<file path="config.mk">
export PLATFORM = sky130hd
export DESIGN_NAME = cks_clock_switch
export DESIGN_NICKNAME = d
export VERILOG_FILES = /design/src/design/cks_pkg.sv /design/src/design/cks_sync.sv /design/src/design/cks_clock_switch.sv
export VERILOG_INCLUDE_DIRS = /design/src /design/src/design
export SDC_FILE = /design/constraint.sdc
export NUM_CORES = 1
export LEC_CHECK = 0
export BUFFER_PORTS_ARGS = -buffer_cell sky130_fd_sc_hd__buf_4
export CORE_ASPECT_RATIO = 0.7
export CORE_UTILIZATION = 35
export DETAILED_ROUTE_END_ITERATION = 7
export SYNTH_ARGS = -nofsm -noshare
export SYNTH_HDL_FRONTEND = slang
export SYNTH_SLANG_ARGS = --single-unit
</file>
<file path="constraint.sdc">
create_clock -name CLK -period 2.12 [get_ports CLK]
set_clock_uncertainty 0.15 [all_clocks]
set_input_delay 0.106 -clock CLK [delete_from_list [all_inputs] [get_ports CLK]]
set_output_delay 0.106 -clock CLK [all_outputs]
set_load 0.02 [all_outputs]
</file>
<file path="src/design/cks_regs.svh">
// register offsets, field positions, keys and timing counts of the clock switch block
`ifndef CKS_REGS_SVH
`define CKS_REGS_SVH

// ****************************************
// register offsets
// ****************************************
`define CKS_OFF_CTRL 8'h00
`define CKS_OFF_KEY 8'h04
`define CKS_OFF_CTRL_HI 8'h08
`define CKS_OFF_CTRL_LO 8'h0C

// ****************************************
// unlock keys and field positions
// ****************************************
`define CKS_KEY1 16'hA55A
`define CKS_KEY2 16'h5AA5
`define CKS_NEXT_SOURCE_SEL_LSB 8
`define CKS_CF_BIT 3
`define CKS_SECONDARY_OSC_ON_BIT 1
`define CKS_SWITCH_REQUEST_BIT 0

// ****************************************
// source codes and primary submodes
// ****************************************
`define CKS_SRC_FRC 3'h0
`define CKS_SRC_FAST_RC_MULTIPLIED 3'h1
`define CKS_SRC_PRI 3'h2
`define CKS_SRC_PRIPLL 3'h3
`define CKS_SRC_SOSC 3'h4
`define CKS_SRC_LOW_POWER_RC_OSC 3'h5
`define CKS_SUB_EC 2'h0

// ****************************************
// timing
// ****************************************
`define CKS_CLK_PERIOD_NS 10
`define CKS_SWITCH_CYCLES 10
`define CKS_ATTACH_EDGES 2
`define CKS_RESUME_CYCLES 3
`define CKS_FAIL_WINDOW_NS 40000
`define CKS_FAIL_CYCLES ((`CKS_FAIL_WINDOW_NS) / (`CKS_CLK_PERIOD_NS))

`endif

</file>
<file path="src/design/cks_pkg.sv">
// types shared by the clock switch block
package cks_pkg;

	// ****************************************
	// source code and oscillator set
	// ****************************************
	typedef logic [2:0] cks_src_t;

	typedef struct packed {
		logic pll;
		logic low_power_rc_osc;
		logic sosc;
		logic pri;
		logic fast_rc_osc;
	} cks_osc_t;

	// ****************************************
	// state machines
	// ****************************************
	typedef enum logic [2:0] {SW_IDLE, SW_WAIT_RDY, SW_COUNT, SW_RELEASE, SW_ATTACH} cks_sw_t;
	typedef enum logic [2:0] {PM_RUN, PM_ENTER, PM_SLEEP, PM_IDLE, PM_WAKE} cks_pm_t;

endpackage : cks_pkg

</file>
<file path="src/design/cks_sync.sv">
// two flip-flop synchroniser for asynchronous inputs
`timescale 1ns/100ps

module cks_sync #(
	parameter int W = 1
) (
	input wire logic clk, // system clock
	input wire logic rst, // synchronous reset
	input wire logic [W-1:0] d, // asynchronous inputs
	output logic [W-1:0] q // synchronised outputs
);

	logic [W-1:0] meta_q;
	logic [W-1:0] sync_q;

	// ****************************************
	// two stages, first read only by second
	// ****************************************
	always_ff @(posedge clk) begin
		if (rst) begin
			meta_q <= '0;
			sync_q <= '0;
		end else begin
			meta_q <= d;
			sync_q <= meta_q;
		end
	end

	assign q = sync_q;

endmodule : cks_sync

</file>
<file path="src/design/cks_clock_switch.sv">
// clock source switch, fail-safe watcher and sleep/idle control
//
// Decided for this implementation: strobed register access and the address map.
`timescale 1ns/100ps
`include "cks_regs.svh"

module cks_clock_switch (
	input wire logic CLK, // system clock, 100 MHz
	input wire logic RST, // synchronous reset, active high
	input wire logic [7:0] ADDR, // register byte address
	input wire logic [15:0] WDATA, // register write data
	input wire logic WR, // write strobe
	input wire logic RD, // read strobe
	output logic [15:0] RDATA, // read data, cycle after read strobe
	input wire logic CFG_SWITCH_MON, // switch_monitor_cfg_bit, low enables
	input wire logic [2:0] CFG_INIT_SRC, // initial_source_cfg
	input wire logic [1:0] CFG_PRI_SUBMODE, // primary_submode_cfg
	input wire logic WDT_ENABLE, // watchdog_counter enabled
	input wire logic WDT_TIMEOUT, // watchdog_counter time-out pulse
	input wire logic [4:0] OSC_CLK_IN, // raw clocks: pll, low_power_rc_osc, sosc, pri, frc
	input wire logic OST_DONE, // osc_startup_timer expired, async
	input wire logic PLL_LOCK, // pll lock, async
	input wire logic POWER_SAVE_INSTR_REQ, // power_save_instr executed, pulse
	input wire logic POWER_SAVE_INSTR_IDLE, // mode of the instruction, 1 idle
	input wire logic IRQ_WAKE, // enabled interrupt pending
	output logic [4:0] OSC_EN, // oscillator enables: pll, low_power_rc_osc, sosc, pri, frc
	output logic PLL_FROM_PRI, // pll reference is the primary oscillator
	output logic [1:0] PRI_SUBMODE, // fixed primary submode
	output logic [4:0] CLK_GATE, // one-hot system clock mux gates
	output logic FAIL_TRAP, // clock failure trap pulse
	output logic WDT_CLEAR, // watchdog clear pulse
	output logic CPU_RUN, // CPU clock applied
	output logic SLEEP_ACT, // in sleep
	output logic IDLE_ACT, // in idle
	output logic PERIPH_CLK_ON, // system clock reaches peripherals
	output logic RESUME // instruction execution resumes, pulse
);

	// ****************************************
	// declarations
	// ****************************************
	logic [6:0] sync_w;
	logic [4:0] clk_s;
	logic [4:0] clk_d_q;
	logic [4:0] rise;
	logic ost_s;
	logic lock_s;
	logic cfg_ld_q;
	logic swmon_q;
	logic [1:0] submode_q;
	cks_pkg::cks_src_t current_source_status_q;
	cks_pkg::cks_src_t next_source_sel_q;
	cks_pkg::cks_src_t target_q;
	logic lock_q;
	logic cf_q;
	logic secondary_osc_on_q;
	logic switch_request_q;
	logic [1:0] key_q;
	logic [15:0] rdata_q;
	cks_pkg::cks_sw_t sw_q;
	cks_pkg::cks_pm_t pm_q;
	logic [3:0] cnt_q;
	logic fail_sw_q;
	logic [4:0] gate_q;
	logic [4:0] osc_en_q;
	logic [11:0] fail_cnt_q;
	logic fail_trap_q;
	logic wdt_clr_q;
	logic mode_idle_q;
	logic pend_q;
	logic [1:0] wake_cnt_q;
	logic woke_rdy_q;
	logic resume_q;

	// ****************************************
	// source helpers
	// ****************************************
	function automatic cks_pkg::cks_osc_t src_need(input cks_pkg::cks_src_t s);
		cks_pkg::cks_osc_t n;
		n = '0;
		case (s)
			`CKS_SRC_FAST_RC_MULTIPLIED: begin
				n.fast_rc_osc = 1'b1;
				n.pll = 1'b1;
			end
			`CKS_SRC_PRI: n.pri = 1'b1;
			`CKS_SRC_PRIPLL: begin
				n.pri = 1'b1;
				n.pll = 1'b1;
			end
			`CKS_SRC_SOSC: n.sosc = 1'b1;
			`CKS_SRC_LOW_POWER_RC_OSC: n.low_power_rc_osc = 1'b1;
			default: n.fast_rc_osc = 1'b1;
		endcase
		return n;
	endfunction : src_need

	// gate the clock that really drives the system: pll output when used
	function automatic cks_pkg::cks_osc_t gate_of(input cks_pkg::cks_src_t s);
		cks_pkg::cks_osc_t n;
		n = src_need(s);
		if (n.pll) begin
			n.fast_rc_osc = 1'b0;
			n.pri = 1'b0;
		end
		return n;
	endfunction : gate_of

	// ****************************************
	// input synchronisation and edge detect
	// ****************************************
	cks_sync #(.W(7)) u_sync (
		.clk(CLK),
		.rst(RST),
		.d({PLL_LOCK, OST_DONE, OSC_CLK_IN}),
		.q(sync_w)
	);

	assign clk_s = sync_w[4:0];
	assign ost_s = sync_w[5];
	assign lock_s = sync_w[6];
	assign rise = clk_s & ~clk_d_q;

	always_ff @(posedge CLK) begin
		if (RST) clk_d_q <= '0;
		else clk_d_q <= clk_s;
	end

	// ****************************************
	// decode and status
	// ****************************************
	wire sw_en = cfg_ld_q & ~swmon_q;
	wire failsafe_clock_watcher_en = sw_en;
	wire busy = (sw_q != cks_pkg::SW_IDLE);
	wire asleep = (pm_q == cks_pkg::PM_SLEEP) | ((pm_q == cks_pkg::PM_WAKE) & ~mode_idle_q);
	wire [4:0] tgt_gate = gate_of(target_q);
	wire cks_pkg::cks_osc_t tgt_need = src_need(target_q);
	wire tgt_pri = (target_q == `CKS_SRC_PRI) | (target_q == `CKS_SRC_PRIPLL);
	wire tgt_xtal = (tgt_pri & (submode_q != `CKS_SUB_EC)) | (target_q == `CKS_SRC_SOSC);
	wire tgt_ready = (~tgt_need.pll | lock_q) & (~tgt_xtal | ost_s);
	wire new_edge = |(rise & tgt_gate);
	wire old_low = ~|(clk_s & gate_q);
	wire cur_edge = |(rise & gate_q);
	wire cks_pkg::cks_osc_t cur_need = src_need(current_source_status_q);
	wire [2:0] fallback = cur_need.pll ? `CKS_SRC_FAST_RC_MULTIPLIED : `CKS_SRC_FRC;
	wire mon_en = failsafe_clock_watcher_en & ~busy & ~asleep & (pm_q != cks_pkg::PM_ENTER);
	wire fail_det = mon_en & (fail_cnt_q == 12'(`CKS_FAIL_CYCLES - 1));
	wire sw_go = sw_en & switch_request_q & ~busy & (pm_q == cks_pkg::PM_RUN) & ~fail_det;
	wire sw_same = sw_go & (next_source_sel_q == current_source_status_q);
	wire sw_start = sw_go & ~sw_same;
	wire sw_done = (sw_q == cks_pkg::SW_ATTACH) & new_edge
		& (cnt_q == 4'(`CKS_ATTACH_EDGES - 1));
	wire wake_ev = IRQ_WAKE | WDT_TIMEOUT | pend_q;

	// ****************************************
	// register bus decode
	// ****************************************
	wire wr_key = WR & (ADDR == `CKS_OFF_KEY);
	wire unlocked = (key_q == 2'h2);
	wire wr_hi = WR & (ADDR == `CKS_OFF_CTRL_HI) & unlocked;
	wire wr_lo = WR & (ADDR == `CKS_OFF_CTRL_LO) & unlocked;
	wire rd_hit = (ADDR == `CKS_OFF_CTRL) | (ADDR == `CKS_OFF_CTRL_HI) | (ADDR == `CKS_OFF_CTRL_LO);
	wire [15:0] ctrl_word = {1'b0, current_source_status_q, 1'b0, next_source_sel_q, 2'b00, lock_q, 1'b0, cf_q, 1'b0, secondary_osc_on_q,
		switch_request_q};
	wire osw_set = wr_lo & WDATA[`CKS_SWITCH_REQUEST_BIT] & sw_en;

	// unlock: two keys in a row, any other write cancels
	always_ff @(posedge CLK) begin
		if (RST) key_q <= 2'h0;
		else if (wr_key & (key_q == 2'h0) & (WDATA == `CKS_KEY1)) key_q <= 2'h1;
		else if (wr_key & (key_q == 2'h1) & (WDATA == `CKS_KEY2)) key_q <= 2'h2;
		else if (WR) key_q <= 2'h0;
	end

	// read data stands one cycle after the strobe
	always_ff @(posedge CLK) begin
		if (RST) rdata_q <= 16'h0000;
		else rdata_q <= (RD & rd_hit) ? ctrl_word : 16'h0000;
	end

	// ****************************************
	// configuration capture after reset release
	// ****************************************
	always_ff @(posedge CLK) begin
		if (RST) begin
			cfg_ld_q <= 1'b0;
			swmon_q <= 1'b1;
			submode_q <= `CKS_SUB_EC;
		end else if (!cfg_ld_q) begin
			cfg_ld_q <= 1'b1;
			swmon_q <= CFG_SWITCH_MON;
			submode_q <= CFG_PRI_SUBMODE;
		end
	end

	// ****************************************
	// source selection fields
	// ****************************************
	always_ff @(posedge CLK) begin
		if (RST) begin
			current_source_status_q <= `CKS_SRC_FRC;
			next_source_sel_q <= `CKS_SRC_FRC;
		end else if (!cfg_ld_q) begin
			current_source_status_q <= CFG_INIT_SRC;
			next_source_sel_q <= CFG_INIT_SRC;
		end else if (sw_done) begin
			current_source_status_q <= target_q;
			if (fail_sw_q) next_source_sel_q <= target_q;
		end else if (wr_hi) begin
			next_source_sel_q <= WDATA[`CKS_NEXT_SOURCE_SEL_LSB +: 3];
		end
	end

	// request bit: set by software, cleared by hardware, set wins
	always_ff @(posedge CLK) begin
		if (RST) switch_request_q <= 1'b0;
		else if (!sw_en) switch_request_q <= 1'b0;
		else if (osw_set) switch_request_q <= 1'b1;
		else if (sw_same | (sw_done & ~fail_sw_q)) switch_request_q <= 1'b0;
	end

	// lock and fail flags, secondary oscillator enable
	always_ff @(posedge CLK) begin
		if (RST) begin
			lock_q <= 1'b0;
			cf_q <= 1'b0;
			secondary_osc_on_q <= 1'b0;
		end else begin
			if (sw_start) lock_q <= 1'b0;
			else lock_q <= lock_s & osc_en_q[4];
			if (fail_det) cf_q <= 1'b1;
			else if (sw_start) cf_q <= 1'b0;
			else if (wr_lo & ~WDATA[`CKS_CF_BIT]) cf_q <= 1'b0;
			if (wr_lo) secondary_osc_on_q <= WDATA[`CKS_SECONDARY_OSC_ON_BIT];
		end
	end

	// ****************************************
	// switch sequencer
	// ****************************************
	always_ff @(posedge CLK) begin
		if (RST) begin
			sw_q <= cks_pkg::SW_IDLE;
			target_q <= `CKS_SRC_FRC;
			cnt_q <= 4'h0;
			fail_sw_q <= 1'b0;
		end else if (!asleep) begin
			case (sw_q)
				cks_pkg::SW_IDLE: begin
					cnt_q <= 4'h0;
					if (fail_det) begin
						target_q <= fallback;
						fail_sw_q <= 1'b1;
						sw_q <= cks_pkg::SW_WAIT_RDY;
					end else if (sw_start) begin
						target_q <= next_source_sel_q;
						fail_sw_q <= 1'b0;
						sw_q <= cks_pkg::SW_WAIT_RDY;
					end
				end
				cks_pkg::SW_WAIT_RDY: begin
					if (tgt_ready) sw_q <= cks_pkg::SW_COUNT;
				end
				cks_pkg::SW_COUNT: begin
					if (new_edge) begin
						cnt_q <= cnt_q + 4'h1;
						if (cnt_q == 4'(`CKS_SWITCH_CYCLES - 1)) begin
							cnt_q <= 4'h0;
							sw_q <= cks_pkg::SW_RELEASE;
						end
					end
				end
				cks_pkg::SW_RELEASE: begin
					if (old_low) sw_q <= cks_pkg::SW_ATTACH;
				end
				cks_pkg::SW_ATTACH: begin
					if (new_edge) cnt_q <= cnt_q + 4'h1;
					if (sw_done) sw_q <= cks_pkg::SW_IDLE;
				end
				default: sw_q <= cks_pkg::SW_IDLE;
			endcase
		end
	end

	// mux gates: break on the old low phase, make after new edges
	always_ff @(posedge CLK) begin
		if (RST) gate_q <= 5'h00;
		else if (!cfg_ld_q) gate_q <= gate_of(CFG_INIT_SRC);
		else if ((sw_q == cks_pkg::SW_RELEASE) & old_low) gate_q <= 5'h00;
		else if (sw_done) gate_q <= tgt_gate;
	end

	// ****************************************
	// oscillator enables
	// ****************************************
	always_ff @(posedge CLK) begin
		if (RST) begin
			osc_en_q <= 5'h00;
		end else begin
			// sources restart in the wake state so the sleep clock can come back
			osc_en_q <= (cur_need | (busy ? tgt_need : 5'h00)) & {5{(pm_q != cks_pkg::PM_SLEEP) & cfg_ld_q}};
			if (secondary_osc_on_q) osc_en_q[2] <= 1'b1;
			if (WDT_ENABLE | (failsafe_clock_watcher_en & ~asleep)) osc_en_q[3] <= 1'b1;
		end
	end

	// ****************************************
	// fail-safe watcher
	// ****************************************
	always_ff @(posedge CLK) begin
		if (RST) begin
			fail_cnt_q <= 12'h000;
			fail_trap_q <= 1'b0;
		end else begin
			fail_trap_q <= fail_det;
			if (!mon_en | cur_edge | fail_det) fail_cnt_q <= 12'h000;
			else fail_cnt_q <= fail_cnt_q + 12'h001;
		end
	end

	// ****************************************
	// sleep and idle control
	// ****************************************
	always_ff @(posedge CLK) begin
		if (RST) begin
			pm_q <= cks_pkg::PM_RUN;
			mode_idle_q <= 1'b0;
			pend_q <= 1'b0;
			wake_cnt_q <= 2'h0;
			woke_rdy_q <= 1'b0;
		end else if (cfg_ld_q) begin
			case (pm_q)
				cks_pkg::PM_RUN: begin
					pend_q <= 1'b0;
					if (POWER_SAVE_INSTR_REQ) begin
						mode_idle_q <= POWER_SAVE_INSTR_IDLE;
						pm_q <= cks_pkg::PM_ENTER;
					end
				end
				cks_pkg::PM_ENTER: begin
					pend_q <= pend_q | IRQ_WAKE;
					pm_q <= mode_idle_q ? cks_pkg::PM_IDLE : cks_pkg::PM_SLEEP;
				end
				cks_pkg::PM_SLEEP, cks_pkg::PM_IDLE: begin
					wake_cnt_q <= 2'h0;
					woke_rdy_q <= mode_idle_q;
					if (wake_ev) pm_q <= cks_pkg::PM_WAKE;
				end
				cks_pkg::PM_WAKE: begin
					pend_q <= 1'b0;
					if (cur_edge) woke_rdy_q <= 1'b1;
					if (woke_rdy_q) wake_cnt_q <= wake_cnt_q + 2'h1;
					if (woke_rdy_q & (wake_cnt_q == 2'(`CKS_RESUME_CYCLES - 1))) pm_q <= cks_pkg::PM_RUN;
				end
				default: pm_q <= cks_pkg::PM_RUN;
			endcase
		end
	end

	// watchdog clear on entry, resume pulse on return to run
	always_ff @(posedge CLK) begin
		if (RST) begin
			wdt_clr_q <= 1'b0;
			resume_q <= 1'b0;
		end else begin
			wdt_clr_q <= (pm_q == cks_pkg::PM_RUN) & POWER_SAVE_INSTR_REQ & WDT_ENABLE & cfg_ld_q;
			resume_q <= (pm_q == cks_pkg::PM_WAKE) & woke_rdy_q
				& (wake_cnt_q == 2'(`CKS_RESUME_CYCLES - 1));
		end
	end

	// ****************************************
	// outputs
	// ****************************************
	assign RDATA = rdata_q;
	assign OSC_EN = osc_en_q;
	assign PLL_FROM_PRI = busy ? tgt_pri : ((current_source_status_q == `CKS_SRC_PRI) | (current_source_status_q == `CKS_SRC_PRIPLL));
	assign PRI_SUBMODE = submode_q;
	assign CLK_GATE = gate_q & {5{~asleep}};
	assign FAIL_TRAP = fail_trap_q;
	assign WDT_CLEAR = wdt_clr_q;
	assign CPU_RUN = (pm_q == cks_pkg::PM_RUN) | (pm_q == cks_pkg::PM_ENTER);
	assign SLEEP_ACT = asleep;
	assign IDLE_ACT = (pm_q == cks_pkg::PM_IDLE) | ((pm_q == cks_pkg::PM_WAKE) & mode_idle_q);
	assign PERIPH_CLK_ON = ~asleep;
	assign RESUME = resume_q;

endmodule : cks_clock_switch

</file>
==> key figures, run 1 <==
Run status
  – Status: complete, but fails checks
  – Failing checks: negative setup slack

Timing
  – RSZ-0062 raised after global routing: true
  – Slew @ Worst Pin: 0.631 ns
  – Fin. Hold Viols: 0
  – Fin Hold WS: 0.0196 ns
  – Final setup fails: 9
  – Min setup slack post-route: -0.0948 ns
  – FMAX: 451 MHz
  – Part of the cycle the worst path needs: 1.04
  – Fin crit period: roughly 2.2 ns
  – Final Max Slew Viols: 0
  – Slew headroom: 0.579

Place
  – Placer Congestion: 0.913
  – DP HPWL: 8930 um
  – Port Buffer Count: 75
  – Placed cells: 731

Route
  – Routed vias/inst: 5.07
  – Starting DRC count in detailed routing: between 150 and 200
  – Final wirelength: 12,000 um
  – Final ANT Viol Nets: 0
  – Drt pass-1 iters: 4
  – Wire per inst: 15.5 um
  – Total number of vias: a little under 4k
  – DRC viols: 0

Clocking
  – CTS tree: done
  – Root Buffer: clkbuf_16
  – Clock Latency Late Sink: about 0.35 ns
  – H-tree Lvls: 3
  – Reg clk slew, reported paths: around 0.07 ns
  – Max Root-Sink Buffers: 2
  – CTS buffer count: 9
  – CTS sink cnt: 89

Job
  – Max-cap violations: 0

Synthesis
  – Mean post-synth cell area: 8.97 sq um
  – Synth async-reset ratio: 0
  – Synthesized cell area: 4200 sq um
  – Synthesis Warnings: 0
  – Number of synthesized flops with an enable pin: 0
  – Leading register cell type out of synthesis: dfxtp_1
  – Seq/Total Area, Yosys: 0.424
  – Mapped Cells: 468
  – Yosys cell types: 73
  – FF+latch count, synth: 89

Layout
  – Combined flip-flop and latch cell area: 1790 sq um
  – Final Core Density: 0.511
  – Filler cells: 1,123
  – Fraction of layout cells with a size suffix above 1: 0.317
  – Multi-input gate area: 2300 sq um
  – P&R area growth vs syn: 42.1%
  – Post-layout net count: roughly 670
  – # diodes: 0
  – Fin cells: 775

Setup path
  – R2R cell count: 7
  – Maximum fanout along the worst path: 5
  – Crit path capture type: flop
  – CP arrival: 2.32 ns
  – CP Launch Type: flop
  – Critical Path RT: 2.23 ns
  – Setup CP Type: reg2reg

Pwr
  – Tot Pwr: 4.09 mW
  – Worst VDD drop: 0.372 mV
  – Cell Pwr Density: approximately 680 nW/um^2
  – Leakage power: 2.49 nW

Global routing
  – GRT Total Usage: 0.198
  – Via count of the first global-routing pass: between 3k and 4k
  – Global-route wire length before repair: 19,000 um
  – Final global-route overflow total: 0
  – Largest net degree at the start of global routing: between 50 and 60
  – Initial antenna violation count: 0

Floorplan
  – Std cell rows: 33
  – Die area: 12,500 sq um
  – Starting Density: 0.359
  – Io pins: 82
  – Core area: 11,700 sq um
  – Die outline height: 93.7 um
  – Die Span X: ~130 um

Hold path
  – Hold Path Class: in2reg
  – WHS Path Cells: 5
-- layer usage --
| metal | GRT usage | up-vias | routed length (um) | share of wire |
|---|---|---|---|---|
| met5 | 0 | - | 0 | 0 |
| met4 | 0.0575 | 0 | 81 | 0.0067 |
| met3 | 0.0518 | 9 | 708 | 0.059 |
| met2 | 0.305 | 111 | 5210 | 0.43 |
| met1 | 0.272 | 1852 | 6020 | 0.50 |
| li1 | - | 1959 | - | - |
-- final cells by class --
type                    instances  share of cell area
inverters                      19              0.0119
clock buffers                  12              0.0447
repair buffers                158               0.209
clock inverters                 4              0.0164
multi-input cells             336               0.386
well taps                     157              0.0329
flip-flops and latches         89               0.299
-- through the flow --
step,setup TNS [ns],worst slack [ns],cell area [sq um]
2_1_floorplan,0,0.0220,4220
3_3_place_gp,-0.0443,-0.0236,5230
3_5_place_dp,-0.361,-0.105,5230
4_1_cts,-0.241,-0.0508,5850
5_1_grt,-1.06,-0.155,5970
6_report,-0.483,-0.0948,5970
-- cell usage in the layout (no fill, tap or decap), types with 11 or more instances in the layout --
master,Yosys,routed
and2_1,18,18
inv_1,18,17
nor2_1,42,42
a21oi_1,20,16
nor2b_1,31,31
nand2b_1,16,16
nand3_1,14,14
nor3_1,13,12
nand2_1,30,28
buf_4,7,136
dlygate4sd3_1,0,19
dfxtp_1,89,87
nand4_1,11,11
-- final timing paths --
kind / startpoint / end / slack [ns]
max: target_q[2]$_SDFFE_PP0P_ / next_source_sel_q[0]$_SDFFE_PP0P_ / -0.09
min: WDATA[14] / key_q[0]$_SDFFE_PP0P_ / 0.02
max reg2reg: target_q[2]$_SDFFE_PP0P_ / next_source_sel_q[0]$_SDFFE_PP0P_ / -0.09
min reg2reg: u_sync.meta_q[5]$_SDFF_PP0_ / u_sync.q[5]$_SDFF_PP0_ / 0.28
-- synth_stat cells (3+ instances only) --
cell	n	area share
xor2_1	8	0.017
or3_1	3	0.0045
buf_4	7	0.013
o21ai_0	9	0.011
ha_1	6	0.018
clkbuf_1	13	0.012
nor3b_1	6	0.011
or4_1	3	0.0054
nand2_1	30	0.027
nand3b_1	3	0.0054
nor4bb_1	3	0.0071
buf_2	4	0.0048
and2_1	18	0.027
o221a_2	7	0.019
nor4_1	5	0.0074
a31oi_1	7	0.010
a21oi_1	20	0.024
o2111ai_1	3	0.0063
nor2b_1	31	0.046
nor2_1	42	0.038
dfxtp_1	89	0.42
xnor2_1	6	0.013
buf_6	3	0.0080
nor3_1	13	0.015
nand2b_1	16	0.024
mux2i_1	10	0.024
a211oi_1	4	0.0071
nand4_1	11	0.016
nand3_1	14	0.017
inv_1	18	0.016
a22oi_1	3	0.0054
o311ai_0	3	0.0063
-- sequential cells by signal, summed over array words and instances (netlist names), 2 cells and up --
| register | cells |
|---|---|
| OSC_EN | 5 |
| PRI_SUBMODE | 2 |
| RDATA | 10 |
| clk_d_q | 5 |
| cnt_q | 4 |
| current_source_status_q | 3 |
| fail_cnt_q | 12 |
| gate_q | 5 |
| key_q | 2 |
| next_source_sel_q | 3 |
| pm_q | 3 |
| sw_q | 3 |
| target_q | 3 |
| u_sync.meta_q | 7 |
| u_sync.q | 7 |
| wake_cnt_q | 2 |
-- cell families (layout without fill, tap and decap cells) --
group	count (synthesis)	after routing	share of synthesized area
adders and majority gates	6	6	0.0179
AOI/OAI and AO/OA	89	89	0.165
DFF	89	89	0.424
buffers and inverters	48	193	0.0557
other	1	6	0.000893
xor gates and xnor gates	14	14	0.0292
muxes	10	10	0.0238
and+or+nand+nor	211	211	0.284
-- worst max-delay path, stage by stage (launching register included) --
cell and delay (ns):
dfxtp_4 0.37, buf_6 0.11, and3b_2 0.20, a32o_2 0.27, o31a_1 0.39, buf_4 0.17
o211a_1 0.21, o41ai_2 0.25
-- power breakdown --
group	internal [mW]	switching (mW)	total, mW
Sequential	1.71	0.0311	1.75
Clock	1.25	0.668	1.92
Combinational	0.213	0.212	0.424
Total	3.18	0.910	4.09
-- what timing repair did --
item | 4_1_cts | 5_1_grt
gates resized for setup | 12 | 15
hold buffers | 19 | 0
pin swaps | 9 | 14
endpoints found under the setup margin | 11 | 29
gates cloned | 0 | 0
buffers inserted | 3 | 6
hold endpoints to repair | 18 | 0
No activity file was read; power rests on OpenSTA's default activity.
==> inputs of run 2 (changes only) <==
CTS_BUF_LIST = sky130_fd_sc_hd__clkbuf_2   (was unset)
==> key figures, run 2 (same netlist as run 1, synthesis figures left out) <==
Setup path
  – CP arrival: 2.57 ns
  – Maximum fanout along the worst path: 6
  – Flop-to-flop setup slack: -0.07 ns
  – Crit path capture type: flop
  – Reg-to-Reg Start: target_q[2]$_SDFFE_PP0P_
  – Critical path's slowest cell: dfxtp_4
  – FF-to-FF End: next_source_sel_q[0]$_SDFFE_PP0P_
  – Setup CP Type: reg2reg
  – Max stage delay on crit path: 0.42 ns
  – CP Cell Sequence: buf_6 -> and3b_2 -> a32o_2 -> o31a_1 -> o211a_1 -> buf_4 -> o41ai_2
  – R2R cell count: 7
  – CP Launch Type: flop
  – Critical Path RT: 2.50 ns
  – Crit path launch: target_q[2]$_SDFFE_PP0P_

Timing
  – Final Max Slew Viols: 0
  – Fin. Hold Viols: 0
  – RSZ-0062 raised after global routing: true
  – Slew headroom: 0.582
  – Fin crit period: approximately 2.2 ns
  – FMAX: 456 MHz
  – Min setup slack post-route: -0.0727 ns
  – Part of the cycle the worst path needs: 1.03
  – Slew @ Worst Pin: 0.626 ns
  – Final setup fails: 7
  – Fin Hold WS: 0.135 ns

Hold path
  – Min-delay src: OSC_CLK_IN[1]
  – Hold Path Class: in2reg
  – WHS Path Cells: 3
  – Min-Delay Endpoint: u_sync.meta_q[1]$_SDFF_PP0_

Job
  – Max-cap violations: 0

Layout
  – Commonest non-fill, non-tap cells in the layout: buf_4, dfxtp_1, dlygate4sd3_1, nor2_1, nor2b_1
  – Final Core Density: 0.538
  – Max FFs per register: 12
  – Post-layout net count: approximately 710
  – Filler cells: 1,093
  – Most common cell after layout, fill and taps aside: buf_4
  – # diodes: 0
  – Fin cells: 816
  – Top reg by flops: fail_cnt_q
  – Fraction of layout cells with a size suffix above 1: 0.338
  – P&R area growth vs syn: 49.7%

Pwr
  – Worst VDD drop: 0.251 mV
  – Leakage power: 2.63 nW
  – Tot Pwr: 3.33 mW
  – Cell Pwr Density: 529 nW/um^2

Route
  – Wire per inst: 15.4 um
  – Total number of vias: 4,078
  – DRC viols: 0
  – Drt pass-1 iters: 4
  – Final ANT Viol Nets: 0
  – Final wirelength: approximately 13,000 um
  – Starting DRC count in detailed routing: 173
  – Routed vias/inst: 5.00

Floorplan
  – Starting Density: 0.359
  – Core area: 11,700 sq um
  – Die Span X: 133 um
  – Io pins: 82
  – Die outline height: 93.7 um
  – Die area: 12,500 sq um
  – Std cell rows: 33

Run status
  – Failing checks: negative setup slack
  – Status: complete, but fails checks

Global routing
  – Initial antenna violation count: 0
  – Largest net degree at the start of global routing: 57
  – Global-route wire length before repair: between 15,000 and 20,000 um
  – Met3 usage: 0.0496
  – Final global-route overflow total: 0
  – GRT Total Usage: 0.205
  – Busiest grt layer: met2
  – Met2 global-route usage: 0.323
  – Grt met1 use: 0.279
  – Via count of the first global-routing pass: 4,008

Clocking
  – Reg clk slew, reported paths: 0.25 ns
  – CTS sink cnt: 89
  – H-tree Lvls: 3
  – Clock Latency Late Sink: 0.59 ns
  – CTS tree: done
  – Root Buffer: clkbuf_2
  – Max Root-Sink Buffers: 2
  – CTS buffer count: 9

Place
  – DP HPWL: about 8900 um
  – Port Buffer Count: 75
  – Placed cells: 731
  – Placer Congestion: a little over 0.9
[run 2: layout make-up]
type / instances / area [sq um] / area share
clock buffer: 9 / 45.0 / 0.00716
clock inverter: 7 / 109 / 0.0173
inverter: 19 / 71.3 / 0.0113
multi-input combinational: 336 / 2380 / 0.379
sequential: 89 / 1800 / 0.287
tap: 157 / 196 / 0.0312
timing repair buffer: 199 / 1680 / 0.267
[run 2: critical path: cells and delay by family, from the launching register on]
family / cells / cell delay (ns)
flip-flops: 1 / 0.42
AND/OR/NAND/NOR: 1 / 0.19
AO/OA/AOI/OAI: 4 / 1.11
buffers and inverters: 2 / 0.26
[run 2: how the worst max path moves through the flow]
stage	slack, ns	endpoint
floorplan	0.02	next_source_sel_q[0]$_SDFFE_PP0P_
CTS	-0.08	next_source_sel_q[2]$_SDFFE_PP0P_
detailed placement	-0.10	next_source_sel_q[2]$_SDFFE_PP0P_
finish	-0.07	next_source_sel_q[0]$_SDFFE_PP0P_
global route	-0.15	current_source_status_q[2]$_SDFFE_PP0P_
global placement	-0.02	next_source_sel_q[2]$_SDFFE_PP0P_
[run 2: metal layers]
| metal | up-vias | share of wire |
|---|---|---|
| li1 | 2032 | - |
| met1 | 1937 | 0.49 |
| met2 | 99 | 0.44 |
| met3 | 10 | 0.059 |
| met4 | 0 | 0.0081 |
| met5 | - | 0 |
[run 2: timing repair]
action / 4_1_cts / 5_1_grt
setup endpoints to repair: 22 / 25
buffers inserted: 2 / 13
resized for setup: 22 / 45
pin swaps: 8 / 18
hold buffers: 54 / 0
endpoints found under the hold margin: 59 / 0
[run 2: per-stage QoR]
stage | worst slack, ns | instance area, sq um | setup TNS (ns)
2_1_floorplan | 0.0220 | 4220 | 0
3_3_place_gp | -0.0236 | 5230 | -0.0443
3_5_place_dp | -0.105 | 5230 | -0.361
4_1_cts | -0.0849 | 6010 | -0.197
5_1_grt | -0.151 | 6290 | -1.45
6_report | -0.0727 | 6290 | -0.448
[run 2: power by group]
group | switching, mW | leakage [nW] | total, mW | internal [mW]
Clock | 0.586 | 0.0846 | 1.08 | 0.496
Sequential | 0.0332 | 0.731 | 1.75 | 1.72
Combinational | 0.228 | 1.82 | 0.494 | 0.266
